<file path="config.mk">
export PLATFORM = sky130hd
export DESIGN_NAME = tds_status
export DESIGN_NICKNAME = d
export VERILOG_FILES = /design/src/design/tds_sync.v /design/src/design/tds_period.v /design/src/design/tds_status.v
export VERILOG_INCLUDE_DIRS = /design/src /design/src/design
export SDC_FILE = /design/constraint.sdc
export NUM_CORES = 1
export LEC_CHECK = 0
export BUFFER_PORTS_ARGS = -buffer_cell sky130_fd_sc_hd__buf_2
export CORE_MARGIN = 2
export CORE_UTILIZATION = 25
export CTS_CLUSTER_DIAMETER = 50
export DETAILED_ROUTE_END_ITERATION = 8
export GPL_TIMING_DRIVEN = 0
export PLACE_DENSITY = 0.46
export SYNTH_ARGS = -nofsm -noshare
export SYNTH_HDL_FRONTEND = slang
export SYNTH_SLANG_ARGS = --single-unit
</file>
<file path="constraint.sdc">
create_clock -name sys_clk_i -period 2.57 [get_ports sys_clk_i]
set_clock_uncertainty 0.05 [all_clocks]
set_input_delay 0.1285 -clock sys_clk_i [delete_from_list [all_inputs] [get_ports sys_clk_i]]
set_output_delay 0.1285 -clock sys_clk_i [all_outputs]
set_load 0.01 [all_outputs]
</file>
<file path="src/design/tds_consts.vh">
`ifndef TDS_CONSTS_VH
`define TDS_CONSTS_VH
// register indices
`define TDS_ADDR_INDEX 8'h38
`define TDS_ADDR_STATUS 8'h3f
// status bit positions
`define TDS_ST_BANK 0
`define TDS_ST_UNLISTED 1
`define TDS_ST_PRESENT 2
`define TDS_ST_TRANS 3
`define TDS_ST_FULL 4
`define TDS_ST_SWITCH 5
// group search select codes
`define TDS_GRP_OFF 2'h0
`define TDS_GRP_SECOND 2'h1
`define TDS_GRP_FIRST 2'h2
// table geometry
`define TDS_TABLE_LAST 5'h1f
`define TDS_IDX_W 5
// absence timeout in measurement periods
`define TDS_ABSENCE_PERIODS 4'h3
// measurement periods in microseconds, system clock in megahertz
`define TDS_FAST_US 4300
`define TDS_SLOW_US 8600
`define TDS_CLK_MHZ 20
`endif

</file>
<file path="src/design/tds_sync.v">
`timescale 1ns/1ns
`default_nettype none
module tds_sync (
  // clock and reset
  input wire sys_clk_i,
  input wire rst_i,
  input wire ce_i,
  // asynchronous level in, filtered level out
  input wire async_i,
  output reg level_o
);
  reg s1;
  reg s2;
  reg s3;
  // first stage only feeds the second stage
  always @(posedge sys_clk_i or posedge rst_i) begin
    if (rst_i) begin
      s1 <= 1'b0;
      s2 <= 1'b0;
      s3 <= 1'b0;
      level_o <= 1'b0;
    end else if (ce_i) begin
      s1 <= async_i;
      s2 <= s1;
      s3 <= s2;
      if (s2 == s3) begin
        level_o <= s3;
      end
    end
  end
endmodule
`default_nettype wire

</file>
<file path="src/design/tds_period.v">
`timescale 1ns/1ns
`default_nettype none
`include "tds_consts.vh"
module tds_period #(
  parameter FAST_CYCLES = `TDS_FAST_US * `TDS_CLK_MHZ,
  parameter SLOW_CYCLES = `TDS_SLOW_US * `TDS_CLK_MHZ
) (
  // clock and reset
  input wire sys_clk_i,
  input wire rst_i,
  input wire ce_i,
  // control
  input wire run_i,
  input wire slow_i,
  // one-cycle tick at end of each measurement period
  output reg tick_o
);
  // full-width terms first, then cut to the counter width on purpose
  localparam [31:0] FAST_M1 = FAST_CYCLES - 1;
  localparam [31:0] SLOW_M1 = SLOW_CYCLES - 1;
  localparam [17:0] FAST_LAST = FAST_M1[17:0];
  localparam [17:0] SLOW_LAST = SLOW_M1[17:0];
  reg [17:0] cnt;
  wire [17:0] last = slow_i ? SLOW_LAST : FAST_LAST;
  always @(posedge sys_clk_i or posedge rst_i) begin
    if (rst_i) begin
      cnt <= 18'h00000;
      tick_o <= 1'b0;
    end else if (ce_i) begin
      tick_o <= 1'b0;
      if (!run_i) begin
        cnt <= 18'h00000;
      end else if (cnt >= last) begin
        cnt <= 18'h00000;
        tick_o <= 1'b1;
      end else begin
        cnt <= cnt + 18'h00001;
      end
    end
  end
endmodule
`default_nettype wire

</file>
<file path="src/design/tds_status.v">
// Function
// - index register shows matched table position, five bits, zero is first
// - index upper three bits always read zero
// - index updates together with the matched tone word
// - status bits seven and six always read zero
// - tone present and different listed tone sets tone switch flag
// - thirty-two entries loaded sets table full flag
// - power-down keeps full flag; erase or full reset clears it
// - leaving tone-present or group-matched word change sets transition flag
// - present flag is one from detection until the absence timer expires, zero otherwise
// - from absent, listed in-group tone sets present and interrupts
// - from absent, unlisted tone enters present with unknown flag, no interrupt
// - from absent, listed out-of-group tone ignored, no interrupt
// - from present, any other tone keeps present and interrupts
// - tone loss runs fixed absence timer, then return to absent
// - unknown flag set on unlisted, cleared on listed tone except out-of-group from absent
// - bank flag reports selected table at match, no interrupt
// - interrupt low on transition, switch, or full rising edge
// - status read releases interrupt, clears transition and switch
// - present, unknown, bank refreshed once per measurement period
// - powered-down status reads 000x0000, full flag kept
// - zero group select disables decode and clears five flags
// - matched word held valid for one measurement period
// - entries compared from zero, first match wins, up to thirty-one
// - group select 00 off, 01 second, 10 first, 11 illegal
`timescale 1ns/1ns
`default_nettype none
`include "tds_consts.vh"
module tds_status (
  // clock, reset, enable
  input wire sys_clk_i,
  input wire rst_i,
  input wire ce_i,
  // configuration from the control registers
  input wire [1:0] group_sel_i,
  input wire bank_sel_i,
  input wire slow_i,
  input wire power_down_i,
  input wire general_reset_i,
  input wire table_erase_i,
  input wire [5:0] load_count_i,
  // measurement result, one per period, from the matcher
  input wire meas_valid_i,
  input wire tone_seen_i,
  input wire listed_i,
  input wire in_group_i,
  input wire [`TDS_IDX_W-1:0] match_index_i,
  input wire [15:0] match_word_i,
  // host register read port
  input wire rd_i,
  input wire [7:0] rd_addr_i,
  output reg [7:0] rd_data_o,
  // matched tone word and interrupt
  output reg [15:0] tone_word_o,
  output wire interrupt_request_low_o,
  // asynchronous pin: tone energy present on the input
  input wire tone_pin_i
);
  localparam [2:0] ST_ABSENT = 3'h1;
  localparam [2:0] ST_PRESENT = 3'h2;
  localparam [2:0] ST_HOLD = 3'h4;

  reg [2:0] state;
  reg [2:0] next_state;
  reg [3:0] absence_cnt;
  reg [4:0] index;
  reg present;
  reg unknown;
  reg bank;
  reg trans;
  reg tsw;
  reg full;
  reg full_d;
  reg irq_low;
  reg [`TDS_IDX_W-1:0] last_index;
  wire tone_sync;
  wire tick;
  wire decoding;
  wire seen;
  wire status_read;

  // ------------------------------------------------------------
  // pin synchroniser and period timer
  // ------------------------------------------------------------
  tds_sync u_sync (
    .sys_clk_i(sys_clk_i),
    .rst_i(rst_i),
    .ce_i(ce_i),
    .async_i(tone_pin_i),
    .level_o(tone_sync)
  );

  tds_period u_period (
    .sys_clk_i(sys_clk_i),
    .rst_i(rst_i),
    .ce_i(ce_i),
    .run_i(decoding),
    .slow_i(slow_i),
    .tick_o(tick)
  );

  // group decode
  // 11 is illegal; treated as off so no double-group search occurs
  assign decoding = !power_down_i &&
    ((group_sel_i == `TDS_GRP_SECOND) || (group_sel_i == `TDS_GRP_FIRST));
  // a result counts only at a period boundary with tone energy present
  assign seen = meas_valid_i && tone_sync && tick;
  assign status_read = rd_i && (rd_addr_i == `TDS_ADDR_STATUS);

  // ------------------------------------------------------------
  // decode state machine
  // ------------------------------------------------------------
  always @* begin
    next_state = state;
    case (state)
      ST_ABSENT: begin
        if (seen && (!listed_i || in_group_i)) begin
          next_state = ST_PRESENT;
        end
      end
      ST_PRESENT: begin
        if (tick && !(meas_valid_i && tone_sync)) begin
          next_state = ST_HOLD;
        end
      end
      ST_HOLD: begin
        if (seen) begin
          next_state = ST_PRESENT;
        end else if (tick && absence_cnt == `TDS_ABSENCE_PERIODS) begin
          next_state = ST_ABSENT;
        end
      end
      default: begin
        next_state = ST_ABSENT;
      end
    endcase
  end

  always @(posedge sys_clk_i or posedge rst_i) begin
    if (rst_i) begin
      state <= ST_ABSENT;
      absence_cnt <= 4'h0;
      present <= 1'b0;
      unknown <= 1'b0;
      bank <= 1'b0;
      trans <= 1'b0;
      tsw <= 1'b0;
      index <= 5'h00;
      last_index <= 5'h00;
      tone_word_o <= 16'h0000;
    end else if (ce_i) begin
      if (!decoding) begin
        state <= ST_ABSENT;
        absence_cnt <= 4'h0;
        present <= 1'b0;
        unknown <= 1'b0;
        bank <= 1'b0;
        trans <= 1'b0;
        tsw <= 1'b0;
      end else begin
        state <= next_state;
        if (state != ST_HOLD) begin
          absence_cnt <= 4'h0;
        end else if (tick) begin
          absence_cnt <= absence_cnt + 4'h1;
        end
        if (seen && (state != ST_ABSENT || !listed_i || in_group_i)) begin
          present <= 1'b1;
          unknown <= !listed_i;
          if (listed_i) begin
            bank <= bank_sel_i;
            index <= match_index_i;
            tone_word_o <= match_word_i;
            last_index <= match_index_i;
          end
        end else if (tick && state == ST_HOLD && absence_cnt == `TDS_ABSENCE_PERIODS &&
                     !seen) begin
          present <= 1'b0;
        end
        // set wins over the status-read clear
        // transition flag
        if ((seen && state == ST_ABSENT && listed_i && in_group_i) ||
            (seen && state != ST_ABSENT && listed_i && in_group_i &&
             match_index_i != last_index) ||
            (tick && state == ST_HOLD && absence_cnt == `TDS_ABSENCE_PERIODS && !seen)) begin
          trans <= 1'b1;
        end else if (status_read) begin
          trans <= 1'b0;
        end
        if (seen && state != ST_ABSENT && (match_index_i != last_index || !listed_i)) begin
          tsw <= 1'b1;
        end else if (status_read) begin
          tsw <= 1'b0;
        end
      end
    end
  end

  // ------------------------------------------------------------
  // table full flag and interrupt
  // ------------------------------------------------------------
  always @(posedge sys_clk_i or posedge rst_i) begin
    if (rst_i) begin
      full <= 1'b0;
      full_d <= 1'b0;
      irq_low <= 1'b0;
    end else if (ce_i) begin
      full_d <= full;
      if (general_reset_i || table_erase_i) begin
        full <= 1'b0;
      end else if (load_count_i[5]) begin
        full <= 1'b1;
      end
      if (full && !full_d) begin
        irq_low <= 1'b1;
      end else if (status_read) begin
        irq_low <= 1'b0;
      end
    end
  end

  // asserted low while any pending source stands
  assign interrupt_request_low_o = !(irq_low || trans || tsw);

  // ------------------------------------------------------------
  // register read port
  // ------------------------------------------------------------
  always @(posedge sys_clk_i or posedge rst_i) begin
    if (rst_i) begin
      rd_data_o <= 8'h00;
    end else if (ce_i && rd_i) begin
      case (rd_addr_i)
        `TDS_ADDR_INDEX: rd_data_o <= {3'h0, index};
        `TDS_ADDR_STATUS: rd_data_o <= {2'h0, tsw, full, trans, present, unknown, bank};
        default: rd_data_o <= 8'h00;
      endcase
    end
  end
endmodule
`default_nettype wire

</file>
==> results.cfg <==
[cts]
cts.sink_count = 65
clock_latency_ns = 0.32
tritoncts.num_buffers = 9
clock_path_buffers = 2
cell_chosen_for_the_clock_root = clkbuf_16
cts_tree = built
number_of_levels_the_h_tree_was_split_into = 3
cts.repair_timing.setup_buffer_count = 0
clk_transition_reported_paths_ns = 0.06

[worst_setup_path]
worst_r2r_path_depth = 7
reg2reg_from = u_period.cnt[15]$_DFFE_PP0P_
worst-path-max-fanout = 10
critical_path_required_ns = 2.77
setup.worst_path.start = u_period.cnt[15]$_DFFE_PP0P_
worst_setup_path_end_kind = register
setup.worst_path.start_class = register
critPathArrivalTime_ns = 2.44
r2r_setup_slack_ns = 0.33
setup.worst_path.end = u_period.cnt[1]$_DFFE_PP0P_
critPathKind = register to register
rr_endpoint = u_period.cnt[1]$_DFFE_PP0P_

[synth]
synth.yosys.seq_area_share_pct = 48.5
synthesis.yosys.warnings = 0
syn-cell-area_um2 = 3360
postSynthAreaPerCell_um2 = 10.0
synth-edff-count = 0
ys_dominant_reg_cell = dfrtp_1
netlist-cell-type-count = 53
ys_async_sr_fraction_pct = 100
synth_cells = 335
ys_ff_latch = 65

[place]
dpl.hpwl_mm = 6.09
routabilityCongestion = 0.727
count_of_buffers_from_port_buffering = 67
placedInstanceArea_um2 = 3920
preCtsSetupSlack_ns = 0.183

[global_routing]
grt_pass1_vias = 2910
grt_antenna_before_repair = 0
grt_use_total_pct = 12.7
globalRoute.totalOverflow = 0
grt_first_pass_wirelength_mm = 14.5
pin_count_of_the_biggest_net_entering_global_routing = 66

[power]
power.static_leakage_uw = 0.00206
power.density_cell_area_nw_per_um2 = 596
max_rail_drop_vdd_v = 0.000300

[route]
postRouteAntennaNets = 0
postRouteWirelength_mm = 8.87
wl_met2_mm = 4.17
detailedRoute.firstPassIterationCount = 4
topmost_layer_with_routed_signal_wires = met4
wire_per_inst_um = 14.4
route.layer.met1.wl_mm = 4.25
num_vias = 2948
dr_wl_met3_um = 362
dr.first_iter.drc_count = 163
via_per_inst = 4.78
drc_errors = 0

[sta]
setup_viol = 0
rsz0062_at_grt = false
hold_viol_final = 0
tightestPinTransition_ns = 0.936
slew_violations = 0
max-slew-margin-rel_pct = 37.1
finalWorstPathRequiredPeriod_ns = 2.24
layout_setup_ws_ns = 0.327
fmax_ghz = 0.446
fin_crit_share_pct = 87.3

[die]
rows = 42
coreArea_um2 = 13200
die_x_um = 120
die_area_um2 = 14400
initial_utilization_pct = 25.5
die_height_um = 120
ios = 76

[final_layout]
filler_cell_count = 1351
nets = 496
drive_above_1_share_pct = 23.4
layout-area-overhead-vs-synth_pct = 33.6
diodes = 0
layout.cell_area.non_filler_um2 = 4490

[min_path]
whs_path_depth = 2
path_type_of_the_worst_min_delay_path = primary input to register
hold_start = match_index_i[3]

[flow_run]
max_cap_viol_count = 0

[run_status]
status = finished, final reports clean
-- sequential cells by signal, summed over array words and instances, names as in the netlist --
signal and cells:
present 1, u_sync.s1 1, tsw 1, tone_word_o 16
bank 1, full 1, full_d 1, state 3
trans 1, rd_data_o 6, u_sync.level_o 1, absence_cnt 4
u_period.cnt 18, u_period.tick_o 1, irq_low 1, last_index 5
u_sync.s2 1, u_sync.s3 1, unknown 1
-- metal layers --
layer,track usage [%],vias up
met1,16.5,1432
met2,21.0,69
met4,3.53,0
met5,0,-
li1,-,1439
met3,3.04,8
-- placed cells by master, fill, tap and decap left out, types with 4 or more instances in the layout --
master,n
dlygate4sd3_1,22
mux2_1,20
buf_4,5
dfrtp_1,64
a22oi_1,5
o2bb2ai_1,5
clkbuf_16,9
nor4_1,5
a31oi_1,16
and3_1,4
ha_1,9
nand2_1,34
nor2_1,11
buf_2,71
clkbuf_1,8
o21ai_0,23
a21oi_1,11
xnor2_1,6
nor3_1,10
nand3b_1,4
nand3_1,17
nand4_1,8
o22ai_1,4
mux2_2,4
inv_1,14
-- critical path, stage by stage, from the launching register on --
cell and delay [ns]:
dfrtp_1 0.44, ha_1 0.31, a211oi_1 0.24, o221ai_1 0.17, a21oi_2 0.29, buf_2 0.32
nand2_1 0.16, o2bb2ai_1 0.18
-- where the power goes --
part	switching (uW)	internal, uW
combinational	106	82.8
sequential	23.0	1050
clock	466	953
-- worst min path at each step --
stage / endpoint / slack, ns
after detailed placement: tone_word_o[0]$_DFFE_PP0P_ / 0.30
final: last_index[3]$_DFFE_PP0P_ / 0.005
after CTS: last_index[3]$_DFFE_PP0P_ / 0.004
after floorplan: unknown$_DFFE_PP0P_ / 0.18
after global placement: tone_word_o[1]$_DFFE_PP0P_ / 0.29
after global routing: last_index[3]$_DFFE_PP0P_ / 0.01
-- final cells by class --
cell class	instances	area [um^2]	share of cell area, %
flip-flops and latches	65	1630	36.3
multi-input cells	239	1590	35.5
repair buffers	89	556	12.4
clock buffers	10	229	5.10
well taps	176	220	4.91
clock inverters	6	115	2.56
plain buffers	17	87.6	1.95
inverters	15	58.8	1.31
-- cell families (layout without fill, tap and decap cells) --
group | count (synthesis) | count (layout) | share of synthesized area (%)
AND/OR/NAND/NOR | 111 | 111 | 17.3
multiplexers | 26 | 26 | 8.64
AO/OA/AOI/OAI | 82 | 82 | 15.5
XOR/XNOR | 9 | 9 | 2.35
adder cells (fa/ha/maj) | 9 | 9 | 3.35
flip-flops | 65 | 65 | 48.5
other | 1 | 2 | 0.112
buffers and inverters | 32 | 137 | 4.28
-- metrics by stage --
stage	cells	power [uW]	hold slack, ns	util [%]	setup TNS [ns]
3_3_place_gp	579	1250	0.294	29.7	-16.05
6_report	617	2680	0.00515	34.0	0
5_1_grt	617	2780	0.0112	34.0	0
3_5_place_dp	579	1250	0.302	29.7	0
4_1_cts	617	2710	0.00374	34.0	0
2_1_floorplan	336	1170	0.178	-	0
-- what timing repair did --
| item | CTS | global route |
|---|---|---|
| resized for setup | 0 | 1 |
| hold buffers | 22 | 0 |
| setup endpoints to repair | 0 | 1 |
| endpoints found under the hold margin | 85 | 0 |
-- synthesized netlist by cell type (2+ instances only) --
master      n  area (um^2)
o22ai_1     4         25.0
o21ai_0    23          115
mux2_1     20          225
nand3b_1    4         30.0
nor4_1      5         31.3
or2_2       2         12.5
buf_2       4         20.0
xor2_1      3         26.3
ha_1        9          113
inv_1      15         56.3
and4_1      3         26.3
nand2b_1    2         12.5
nand3_1    17         85.1
a41oi_1     3         26.3
xnor2_1     6         52.6
a31oi_1    16          100
nand4_1     8         50.1
nand2_1    34          128
buf_4       5         37.5
mux2i_1     2         20.0
or3_1       2         12.5
and3_1      4         25.0
a21oi_1    12         60.1
clkbuf_1    7         26.3
a22o_1      3         26.3
a22oi_1     5         37.5
nor2_1     11         41.3
dfrtp_1    64         1600
mux2_2      4         45.0
o2bb2ai_1   5         43.8
nor3b_1     2         15.0
nor3_1     10         50.1
Note: power is estimated with default switching activity, not from simulation.
